==> src/hdl/fh_cfg.svh <==
// ---------------------------------------------------------------------------
// fh_cfg.svh
// ---------------------------------------------------------------------------
// timing counts, command words and field positions for the flash host.
// assumes a 200 MHz system clock; the access, wake and write counts below are derived from it.
`ifndef FH_CFG_SVH
`define FH_CFG_SVH

// ---------------------------------------------------------------------------
// clock and times
// ---------------------------------------------------------------------------
`define FH_CLK_PS      5000
// access time the host allows before sampling data (plain default)
`define FH_ACC_NS      100
// wake-up time after the flash reset pin is taken high
`define FH_WAKE_NS     500
// write-enable low pulse width used for command writes (plain default)
`define FH_WP_NS       50
// least times round up to whole cycles
`define FH_ACC_CYC     ((`FH_ACC_NS * 1000 + `FH_CLK_PS - 1) / `FH_CLK_PS)
`define FH_WAKE_CYC    ((`FH_WAKE_NS * 1000 + `FH_CLK_PS - 1) / `FH_CLK_PS)
`define FH_WP_CYC      ((`FH_WP_NS * 1000 + `FH_CLK_PS - 1) / `FH_CLK_PS)
// extra wait so sampled data has crossed the three-stage pin synchroniser
`define FH_SYNC_CYC    4
// idle cycles between two command writes
`define FH_GAP_CYC     2

// ---------------------------------------------------------------------------
// address fields
// ---------------------------------------------------------------------------
`define FH_ADDR_W      21
`define FH_GRP_LSB     18
`define FH_LOW_SEL_BIT 6
`define FH_PAGE_BIT    1
`define FH_BYTE_BIT    0

// ---------------------------------------------------------------------------
// command words
// ---------------------------------------------------------------------------
`define FH_UNLOCK1_A   11'h555
`define FH_UNLOCK1_D   8'hAA
`define FH_UNLOCK2_A   11'h2AA
`define FH_UNLOCK2_D   8'h55
`define FH_IDCMD_D     8'h90
`define FH_RESET_A     11'h000
`define FH_RESET_D     8'hF0

`endif

==> src/hdl/fh_pkg.sv <==
// ---------------------------------------------------------------------------
// fh_pkg.sv
// ---------------------------------------------------------------------------
// types shared by the flash host and its pin synchroniser.
// assumes fh_cfg.svh is on the include path.
`include "fh_cfg.svh"

package fh_pkg;

  // operations the user side may request
  typedef enum logic [2:0] {
    FH_OP_READ   = 3'h0,  // array read at full address
    FH_OP_ID     = 3'h1,  // identifier read (maker, device or protect)
    FH_OP_ID_ON  = 3'h2,  // enter identifier mode by command
    FH_OP_ID_OFF = 3'h3,  // read/reset command, back to array reads
    FH_OP_HV_ON  = 3'h4,  // ask programming equipment for high voltage
    FH_OP_HV_OFF = 3'h5,  // withdraw the high-voltage request
    FH_OP_SLEEP  = 3'h6,  // hold flash reset low (standby)
    FH_OP_WAKE   = 3'h7   // release flash reset and wait wake-up time
  } fh_op_t;

  // which identifier byte an identifier read fetches
  typedef enum logic [1:0] {
    FH_ID_MAKER  = 2'h0,
    FH_ID_DEVICE = 2'h1,
    FH_ID_PROT   = 2'h2
  } fh_id_t;

  // one-hot controller states
  typedef enum logic [4:0] {
    FH_S_IDLE = 5'b00001,
    FH_S_RD   = 5'b00010,
    FH_S_WR   = 5'b00100,
    FH_S_GAP  = 5'b01000,
    FH_S_WAKE = 5'b10000
  } fh_state_t;

  // user request
  typedef struct packed {
    logic                      valid;
    fh_op_t                    op;
    logic [`FH_ADDR_W-1:0]     addr;   // array address for FH_OP_READ
    fh_id_t                    id_sel;
    logic [2:0]                group;  // sector group for protect reads
  } fh_req_t;

  // user answer
  typedef struct packed {
    logic       done;    // one-cycle pulse
    logic [7:0] rdata;
    logic       par_odd; // captured byte has odd parity
  } fh_rsp_t;

  // flash pins driven by the host
  typedef struct packed {
    logic [`FH_ADDR_W-1:0] addr;
    logic                  ce_b;
    logic                  oe_b;
    logic                  we_b;
    logic                  reset_b;
    logic [7:0]            dq_o;
    logic                  dq_oe;
    logic                  hv_id_en;
  } fh_pins_t;

  // whole controller state
  typedef struct packed {
    fh_state_t  state;
    fh_op_t     op;
    logic [7:0] cnt;
    logic [1:0] step;
    logic       ready;
    fh_pins_t   pins;
    fh_rsp_t    rsp;
  } fh_st_t;

endpackage : fh_pkg

==> src/hdl/fh_host.sv <==
// ---------------------------------------------------------------------------
// fh_host.sv
// ---------------------------------------------------------------------------
// host controller for a byte-wide parallel flash: array reads, standby,
// wake-up and identifier access by high voltage or by command.
// assumes the data pins are joined by the bench from dq_o, dq_oe and dq_i.
`include "fh_cfg.svh"

module fh_host
  import fh_pkg::*;
#(
  parameter int ACC_CYC  = `FH_ACC_CYC,
  parameter int WAKE_CYC = `FH_WAKE_CYC,
  parameter int WP_CYC   = `FH_WP_CYC
) (
  input  wire logic                  clk,
  input  wire logic                  rst_b,
  input  wire fh_req_t               req,
  output      logic                  ready,
  output      fh_rsp_t               rsp,
  output      logic [`FH_ADDR_W-1:0] f_addr,
  output      logic                  f_ce_b,
  output      logic                  f_oe_b,
  output      logic                  f_we_b,
  output      logic                  f_reset_b,
  output      logic [7:0]            f_dq_o,
  output      logic                  f_dq_oe,
  input  wire logic [7:0]            f_dq_i,
  output      logic                  hv_id_en
);

  // ---------------------------------------------------------------------------
  // constants at the width of the counter
  // ---------------------------------------------------------------------------
  localparam logic [7:0] RD_WAIT   = 8'(ACC_CYC + `FH_SYNC_CYC);
  localparam logic [7:0] WAKE_WAIT = 8'(WAKE_CYC);
  localparam logic [7:0] WP_WAIT   = 8'(WP_CYC);
  localparam logic [7:0] GAP_WAIT  = 8'(`FH_GAP_CYC);

  fh_st_t      st_r;     // registered state
  fh_st_t      st_nxt;   // next state
  logic [7:0]  dq_sync;  // settled data pins
  logic [18:0] cw_first; // first write of a requested command sequence
  logic [18:0] cw_next;  // write that follows the current step

  // ---------------------------------------------------------------------------
  // data pin synchroniser
  // ---------------------------------------------------------------------------
  fh_pin_sync #(
    .W (8)
  ) u_sync (
    .clk    (clk),
    .rst_b  (rst_b),
    .pin_i  (f_dq_i),
    .sync_o (dq_sync)
  );

  // command word for a given write step: {low address, data}
  function automatic logic [18:0] cmd_word(input fh_op_t op, input logic [1:0] step);
    logic [18:0] w;
    w = {`FH_RESET_A, `FH_RESET_D};
    if (op == FH_OP_ID_ON) begin
      unique case (step)
        2'h0:    w = {`FH_UNLOCK1_A, `FH_UNLOCK1_D};
        2'h1:    w = {`FH_UNLOCK2_A, `FH_UNLOCK2_D};
        default: w = {`FH_UNLOCK1_A, `FH_IDCMD_D};
      endcase
    end
    return w;
  endfunction : cmd_word

  // address of an identifier read: only the three low select lines and the
  // group bits matter; the rest is driven low for a quiet bus
  function automatic logic [`FH_ADDR_W-1:0] id_addr(input fh_id_t sel, input logic [2:0] grp);
    logic [`FH_ADDR_W-1:0] a;
    a = '0;
    a[`FH_ADDR_W-1:`FH_GRP_LSB] = grp;
    a[`FH_LOW_SEL_BIT]          = 1'b0;
    a[`FH_PAGE_BIT]             = (sel == FH_ID_PROT);
    a[`FH_BYTE_BIT]             = (sel == FH_ID_DEVICE);
    return a;
  endfunction : id_addr

  // command words held in nets, since a function result cannot be sliced
  assign cw_first = cmd_word(req.op, 2'h0);
  assign cw_next  = cmd_word(st_r.op, st_r.step + 2'h1);

  // ---------------------------------------------------------------------------
  // next-state logic
  // ---------------------------------------------------------------------------
  always_comb begin
    st_nxt          = st_r;
    st_nxt.rsp.done = 1'b0;
    unique case (st_r.state)
      // wait for a request; flash rests deselected, reset as the last sleep or wake left it
      FH_S_IDLE: begin
        if (req.valid) begin
          st_nxt.op = req.op;
          case (req.op)
            FH_OP_READ, FH_OP_ID: begin
              st_nxt.pins.ce_b  = 1'b0;
              st_nxt.pins.oe_b  = 1'b0;
              st_nxt.pins.dq_oe = 1'b0;
              st_nxt.pins.addr  = (req.op == FH_OP_READ) ? req.addr
                                  : id_addr(req.id_sel, req.group);
              st_nxt.cnt        = RD_WAIT;
              st_nxt.state      = FH_S_RD;
            end
            FH_OP_ID_ON, FH_OP_ID_OFF: begin
              st_nxt.step       = 2'h0;
              st_nxt.pins.addr  = {10'h000, cw_first[18:8]};
              st_nxt.pins.dq_o  = cw_first[7:0];
              st_nxt.pins.dq_oe = 1'b1;
              st_nxt.pins.oe_b  = 1'b1;
              st_nxt.pins.ce_b  = 1'b0;
              st_nxt.pins.we_b  = 1'b0;
              st_nxt.cnt        = WP_WAIT;
              st_nxt.state      = FH_S_WR;
            end
            FH_OP_HV_ON, FH_OP_HV_OFF: begin
              st_nxt.pins.hv_id_en = (req.op == FH_OP_HV_ON);
              st_nxt.rsp.done      = 1'b1;
            end
            FH_OP_SLEEP: begin
              st_nxt.pins.reset_b = 1'b0;
              st_nxt.rsp.done     = 1'b1;
            end
            default: begin
              st_nxt.pins.reset_b = 1'b1;
              st_nxt.cnt          = WAKE_WAIT;
              st_nxt.state        = FH_S_WAKE;
            end
          endcase
        end
      end
      // read: hold select and gate until data has settled through the sync
      FH_S_RD: begin
        if (st_r.cnt == 8'h00) begin
          st_nxt.rsp.rdata   = dq_sync;
          st_nxt.rsp.par_odd = ^dq_sync;
          st_nxt.rsp.done    = 1'b1;
          st_nxt.pins.ce_b   = 1'b1;
          st_nxt.pins.oe_b   = 1'b1;
          st_nxt.state       = FH_S_IDLE;
        end else begin
          st_nxt.cnt = st_r.cnt - 8'h01;
        end
      end
      // write pulse: data latches as write enable and select rise together
      FH_S_WR: begin
        if (st_r.cnt == 8'h00) begin
          st_nxt.pins.we_b = 1'b1;
          st_nxt.pins.ce_b = 1'b1;
          st_nxt.cnt       = GAP_WAIT;
          st_nxt.state     = FH_S_GAP;
        end else begin
          st_nxt.cnt = st_r.cnt - 8'h01;
        end
      end
      // hold data past the rising edge, then next write or finish
      FH_S_GAP: begin
        if (st_r.cnt != 8'h00) begin
          st_nxt.cnt = st_r.cnt - 8'h01;
        end else if (st_r.op == FH_OP_ID_OFF || st_r.step == 2'h2) begin
          st_nxt.pins.dq_oe = 1'b0;
          st_nxt.rsp.done   = 1'b1;
          st_nxt.state      = FH_S_IDLE;
        end else begin
          st_nxt.step      = st_r.step + 2'h1;
          st_nxt.pins.addr = {10'h000, cw_next[18:8]};
          st_nxt.pins.dq_o = cw_next[7:0];
          st_nxt.pins.ce_b = 1'b0;
          st_nxt.pins.we_b = 1'b0;
          st_nxt.cnt       = WP_WAIT;
          st_nxt.state     = FH_S_WR;
        end
      end
      FH_S_WAKE: begin
        if (st_r.cnt == 8'h00) begin
          st_nxt.rsp.done = 1'b1;
          st_nxt.state    = FH_S_IDLE;
        end else begin
          st_nxt.cnt = st_r.cnt - 8'h01;
        end
      end
    endcase
    st_nxt.ready = (st_nxt.state == FH_S_IDLE);
  end

  // ---------------------------------------------------------------------------
  // state register
  // ---------------------------------------------------------------------------
  // reset starts in the wake wait so no read can beat the flash's own
  // wake-up after a system reset
  always_ff @(posedge clk or negedge rst_b) begin
    if (!rst_b) begin
      st_r.state        <= FH_S_WAKE;
      st_r.op           <= FH_OP_WAKE;
      st_r.cnt          <= WAKE_WAIT;
      st_r.step         <= 2'h0;
      st_r.ready        <= 1'b0;
      st_r.pins.addr    <= '0;
      st_r.pins.ce_b    <= 1'b1;
      st_r.pins.oe_b    <= 1'b1;
      st_r.pins.we_b    <= 1'b1;
      st_r.pins.reset_b <= 1'b1;
      st_r.pins.dq_o    <= 8'h00;
      st_r.pins.dq_oe   <= 1'b0;
      st_r.pins.hv_id_en <= 1'b0;
      st_r.rsp          <= '0;
    end else begin
      st_r <= st_nxt;
    end
  end

  // ---------------------------------------------------------------------------
  // outputs, all straight from the state register
  // ---------------------------------------------------------------------------
  assign ready     = st_r.ready;
  assign rsp       = st_r.rsp;
  assign f_addr    = st_r.pins.addr;
  assign f_ce_b    = st_r.pins.ce_b;
  assign f_oe_b    = st_r.pins.oe_b;
  assign f_we_b    = st_r.pins.we_b;
  assign f_reset_b = st_r.pins.reset_b;
  assign f_dq_o    = st_r.pins.dq_o;
  assign f_dq_oe   = st_r.pins.dq_oe;
  assign hv_id_en  = st_r.pins.hv_id_en;

endmodule : fh_host

==> src/hdl/fh_pin_sync.sv <==
// ---------------------------------------------------------------------------
// fh_pin_sync.sv
// ---------------------------------------------------------------------------
// three-stage synchroniser for the flash data pins.
// assumes the pins change asynchronously to clk.
module fh_pin_sync
  import fh_pkg::*;
#(
  parameter int W = 8
) (
  input  wire logic         clk,
  input  wire logic         rst_b,
  input  wire logic [W-1:0] pin_i,
  output      logic [W-1:0] sync_o
);

  // ---------------------------------------------------------------------------
  // per-bit stages
  // ---------------------------------------------------------------------------
  // a bit only moves once stages two and three agree, which filters the
  // single-cycle glitch a slow data edge can leave behind
  for (genvar b = 0; b < W; b++) begin : g_bit
    logic s1_r;  // metastability catcher, read only by s2
    logic s2_r;
    logic s3_r;
    logic out_r; // settled value
    // shift and settle
    always_ff @(posedge clk or negedge rst_b) begin
      if (!rst_b) begin
        s1_r  <= 1'b0;
        s2_r  <= 1'b0;
        s3_r  <= 1'b0;
        out_r <= 1'b0;
      end else begin
        s1_r <= pin_i[b];
        s2_r <= s1_r;
        s3_r <= s2_r;
        if (s2_r == s3_r) begin
          out_r <= s3_r;
        end
      end
    end
    assign sync_o[b] = out_r;
  end

endmodule : fh_pin_sync

==> config.mk <==
export PLATFORM = sky130hd
export DESIGN_NAME = fh_host
export DESIGN_NICKNAME = d
export VERILOG_FILES = /design/src/hdl/fh_pkg.sv /design/src/hdl/fh_host.sv /design/src/hdl/fh_pin_sync.sv
export VERILOG_INCLUDE_DIRS = /design/src /design/src/hdl
export SDC_FILE = /design/constraint.sdc
export NUM_CORES = 1
export LEC_CHECK = 0
export ABC_AREA = 1
export BUFFER_PORTS_ARGS = -buffer_cell sky130_fd_sc_hd__buf_2
export CAP_MARGIN = 20
export CORE_MARGIN = 4
export CORE_UTILIZATION = 56
export DETAILED_ROUTE_END_ITERATION = 8
export PLACE_DENSITY_LB_ADDON = 0.08
export SLEW_MARGIN = 20
export SYNTH_ARGS = -nofsm -noshare
export SYNTH_HDL_FRONTEND = slang
export SYNTH_SLANG_ARGS = --single-unit
==> constraint.sdc <==
create_clock -name clk -period 2.1 [get_ports clk]
set_clock_uncertainty 0.05 [all_clocks]
set_input_delay 0.21 -clock clk [delete_from_list [all_inputs] [get_ports clk]]
set_output_delay 0.21 -clock clk [all_outputs]
set_load 0.01 [all_outputs]
; Yosys cells after proc, flatten, opt, wreduce, memory -nomap -nowiden
; Cells that the tools add are included.
[classes]
n_addsub = 2
multipliers = 0
div = 0
magnitude_cmp = 0
eq_ne = 37
shift = 0
n_mux = 47
n_bitwise = 1
n_reduce_logical = 27
[ops]
columns = op, n
row1 = $pmux W23 S2, 1
row2 = $mux W22, 2
row3 = $pmux W21 S2, 1
row4 = $mux W8, 5
row5 = $mux W19, 2
row6 = $pmux W19 S2, 1
row7 = $mux W36, 1
row8 = $pmux W8 S4, 1
row9 = $pmux W8 S3, 1
row10 = $mux W21, 1
row11 = $mux W10, 2
row12 = $pmux W5 S4, 1
row13 = $mux W18, 1
row14 = $pmux W9 S2, 1
row15 = $ne A2 B2 Y1 const B, 8
row16 = $mux W5, 3
row17 = $pmux W5 S3, 1
row18 = $reduce_and A5 Y1, 3
row19 = $eq A3 B2 Y1 const B, 4
row20 = $eq A5 B1 Y1 const B, 2
row21 = $mux W1, 10
row22 = $eq A3 B3 Y1 const B, 3
row23 = $mux W9, 1
row24 = $eq A1 B1 Y1, 8
row25 = other kinds (36), 50
[totals]
ff_bits = 96
latchBits = 0
ramBits = 0
rom_bits = 0
input_bits = 40
wordCells = 162
n_memories = 0

; Depth between registers and ports, before layout
[depth]
ltp_word = 7
ltp_mapped = 12
ltp_nobuf = 11

; Cells and area by module
; From an unflattened synthesis, not the netlist that was laid out.
[hier_totals]
cells_unflattened = 601
area_unflattened_um2 = 4799.6
[by_module_without_submodules]
columns = mod, instances, cells_each, area_each_um2, seq_area_each_um2
row1 = fh_host, 1, 529, 3808.7, 1565.3
row2 = fh_pin_sync, 1, 72, 991.0, 800.8

; Least setup slack after synthesis
; Ideal clock, no wire load.
[synth_timing]
path_kind = register to register
start = register st_r[48] (netlist name)
end = register st_r, in the netlist f_dq_o[7]
setup_time_ns = 0.131
arrival_time_ns = 1.616
slack_ns = 0.303
stages_incl_launch_ff = 13
n_path_buf = 1
synth_period_minus_slack_ns = 1.797
cell_sequence = dfrtp_1 inv_1 ha_1 nand2_1 nor2_4 inv_4 nand2_4 inv_1 nor2_4 nand2_4 buf_6 nand2_2 o21ai_2
[synth_between]
elab_chain_len = 3
[synth_rtl]
columns = element, line
row1 = start: declaration, fh_host.sv:40  ; fh_st_t st_r;
row2 = start signal: assignment, fh_host.sv:212  ; st_r <= st_nxt;
row3 = $reduce_bool A8 Y1, fh_host.sv:162  ; if (st_r.cnt != 8'h00) begin
row4 = $ne A2 B2 Y1 (no source line), -
row5 = $reduce_and A5 Y1 (no source line), -
; No other way between the ends.
; A chain may end at the register's enable or synchronous reset.

; Worst setup path after layout
[layout_timing]
start = register st_r[48] (netlist name)
end = register st_r, in the netlist f_addr[6]
; The elaborated chain is that of the path after synthesis.

==> impl_metrics.toml <==
[global_routing]
met3_usage_pct = 5.42
use_met2_pct = 32.2
grt_max_degree = 43
grt_pass1_vias = 3446
grt-ovfl-total = 0
grt_pass1_wl_mm = 15.9
groute.layer.met1.usage_pct = 26.2
track_usage_pct = 19.7
grt.busiest_layer = "met2"
antenna_found_initial = 0

[logic_synthesis]
syn_nets = 569
synthCells = 524
synth_area_um2 = 4750
ys_types = 33
ys_ff_latch = 94
yosysWarningCount = 0
syn_avg_cell_area_um2 = 9.07
yosysSeqAreaShare_pct = 49.8

[floorplanning]
core-area_um2 = 8220
io-pin-count = 86
rows = 33
die-area_um2 = 10000
die_w_um = 100
start_util_pct = 57.8
fp.dieH_um = 100

[pwr]
internal_power_w = 0.00396
p_comb_share_pct = 40.4
power.total_w = 0.00655
power.density_nw_per_um2 = 1220
vdd_drop_max_mv = 0.765
power_switching_w = 0.00259
power.share.clock_pct = 19.6
power_frac_seq_pct = 40.1
p_leak_nw = 2.77
p_sw_share_pct = 39.6

[timing]
slew_headroom_pct = 68.1
hold_ws_ns = 0.0381
grt_setup_unrepaired = "false"
setup_tns_ns = 0
final-setup-viol-count = 0
final-hold-violation-count = 0
max_clock_freq_mhz = 513
worst-slew-pin-transition_ns = 0.478
post-route-min-period_ns = 1.95
final_max_slew_viol_count = 0
fin_crit_sh_pct = 92.8

[layout]
drive_gt1_share_pct = 32.1
n_fill_cell = 706
num_antenna_cells = 0
areaGrowthSynthToFinish_pct = 13.0
layout.nets = 641

[placement]
routabilityCongestion = 0.928
hpwl_mm = 6.92
numPortBuffers = 85

[detailed_routing]
drt_iter0_drc = 133
via_per_inst = 5.06
drc_errors = 0
num_vias = 3573
wl_per_cell_um = 13.3
drt_pass1_iterations = 4
drt_wl_total_mm = 9.37
drtAntennaViolNets = 0

[setup_path]
crit_slowest_cell = "dfrtp_1"
cp-start-kind = "flop"
cp-end-kind = "flop"
crit_chain = "inv_1 > ha_1 > nand2_1 > nor2_4 > inv_4 > nand2_4 > nand2_2 > nor2_4 > nand2_4 > buf_12 > nand2_1 > o21ai_2"
rrSetupSlack_ns = 0.15
path_buf_inv = 3
required_ns = 2.31
slowest_delay_ns = 0.39
path_max_fanout = 42
worstPathArrival_ns = 2.16
critPathKind = "flop to flop"
crit_family = "simple AND/OR/NAND/NOR gates"

[worst_hold_path]
hold_path.class = "primary input to flop"

[clock_network]
cts_buffers = 9
htreeDepth = 3
cts_buffer_depth = 2
clkSlewWorstSetupHoldPaths_ns = 0.10
clock-sinks = 94
cts_tree = "yes"
root_buffer = "clkbuf_8"
worstSkewPairLatency_ns = 0.37
post_cts_resized = 0

[status]
status = "finished, final reports clean"

[flow_run]
drv_cap = 0
[synthesized netlist by cell type (all sizes together)]
master  count  area share, %
o31ai       1           0.16
mux2        1           0.24
ha          5            1.3
dfstp      11            6.1
nand4       8            1.8
xnor2       6            1.1
buf        48            8.0
o211ai      4           0.63
nor2       39            4.2
or2         1           0.13
inv        39            3.1
o21bai      1           0.16
o21ai      46            7.2
o22ai       1           0.13
a31oi       1           0.13
nand3b      1           0.16
maj3        8            1.7
xor2        2           0.37
a21oi      13            1.4
nand3      34            3.6
nand2     171             15
dfrtp      83             44
[worst reg2reg max path: cells and delay by family, from the launching register on]
family                     cells  cell delay [ns]
AOI/OAI and AO/OA              1             0.05
adders and majority gates      1             0.23
buffers and inverters          3             0.41
DFF                            1             0.39
and+or+nand+nor                7             0.72
[stage by stage]
| stage | area (um2) | util (%) | cells | worst slack [ns] |
|---|---|---|---|---|
| global placement | 5030 | 61.2 | 676 | 0.197 |
| global route | 5370 | 65.4 | 706 | 0.0185 |
| detailed placement | 5030 | 61.2 | 676 | 0.115 |
| CTS | 5330 | 64.9 | 701 | 0.0906 |
| finish | 5370 | 65.4 | 706 | 0.150 |
| floorplan | 4750 | - | 524 | 0.303 |
[metal layers]
layer	part of all wire [%]	vias to the layer above
li1	-	1787
met1	45	1690
met2	48	81
met3	5.5	15
met4	1.3	0
met5	0	-
[repair_timing]
item,4_1_cts,5_1_grt
setup endpoints to repair,0,29
hold buffers,9,0
endpoints found under the hold margin,36,0
buffers inserted,0,5
[registers in the layout, summed over array words and instances (netlist names)]
name / count
f_oe_b: 1
f_we_b: 1
hv_id_en: 1
u_sync.g_bit.out_r: 8
u_sync.g_bit.s2_r: 8
u_sync.g_bit.s3_r: 8
rsp: 10
f_dq_o: 6
ready: 1
f_ce_b: 1
f_reset_b: 1
f_addr: 21
f_dq_oe: 1
st_r: 18
u_sync.g_bit.s1_r: 8
[final cells by class]
type / count / area, um2 / share of cell area [%]
Tap cell: 105 / 131 / 2.45
Clock inverter: 6 / 76.3 / 1.42
Clock buffer: 10 / 138 / 2.56
Multi-Input combinational cell: 343 / 1860 / 34.5
Timing Repair Buffer: 109 / 656 / 12.2
Inverter: 39 / 149 / 2.77
Sequential cell: 94 / 2370 / 44.0
[cells by family (layout without fill, tap and decap cells)]
| logic type | Yosys count | in the layout | synth area share [%] |
|---|---|---|---|
| multiplexers | 1 | 1 | 0.237 |
| buffers and inverters | 87 | 164 | 11.2 |
| XOR/XNOR | 8 | 8 | 1.47 |
| flip-flops | 94 | 94 | 49.8 |
| AO/OA/AOI/OAI | 67 | 67 | 9.79 |
| adder cells (fa/ha/maj) | 13 | 13 | 3.00 |
| AND/OR/NAND/NOR | 254 | 254 | 24.5 |
[power by group through the flow]
stage | combinational [W] | clock (W) | sequential, W
global route | 0.00298 | 0.00140 | 0.00269
floorplan | 0.00221 | 0 | 0.00261
finish | 0.00264 | 0.00128 | 0.00262
CTS | 0.00260 | 0.00133 | 0.00262
detailed placement | 0.00257 | 0 | 0.00266
global placement | 0.00252 | 0 | 0.00264
[path summary, 6_finish.rpt]
kind                                             endpoint  cells after the start                            from
min in group asynchronous              rsp[7]$_DFFE_PN0P_                      2                           rst_b
setup reg to reg                    f_addr[6]$_DFFE_PN0P_                     12            st_r[48]$_DFFE_PN0P_
max in group asynchronous           f_addr[3]$_DFFE_PN0P_                      3                           rst_b
setup / recovery                    f_addr[6]$_DFFE_PN0P_                     12            st_r[48]$_DFFE_PN0P_
hold reg to reg            u_sync.g_bit[2].s2_r$_DFF_PN0_                      0  u_sync.g_bit[2].s1_r$_DFF_PN0_
hold / removal                     f_addr[13]$_DFFE_PN0P_                      3                         req[18]
[cells in the final DEF (no fill, tap or decap)]
cell type,count
a21oi_1,13
a31oi_1,1
buf_12,2
buf_2,84
buf_4,14
bufinv_16,1
clkbuf_8,10
clkinv_4,1
dfrtp_1,83
dfstp_2,11
dlygate4sd3_1,9
ha_1,5
inv_1,35
inv_2,3
inv_4,1
inv_6,3
inv_8,1
maj3_1,8
mux2_2,1
nand2_1,155
nand2_2,13
nand2_4,3
nand3_1,34
nand3b_1,1
nand4_1,5
nand4_2,1
nand4_4,2
nor2_1,28
nor2_2,6
nor2_4,5
o211ai_1,4
o21ai_0,16
o21ai_2,30
o21bai_1,1
o22ai_1,1
o31ai_1,1
or2_2,1
xnor2_1,6
xor2_1,2
Power figures use the tool's default switching activity.
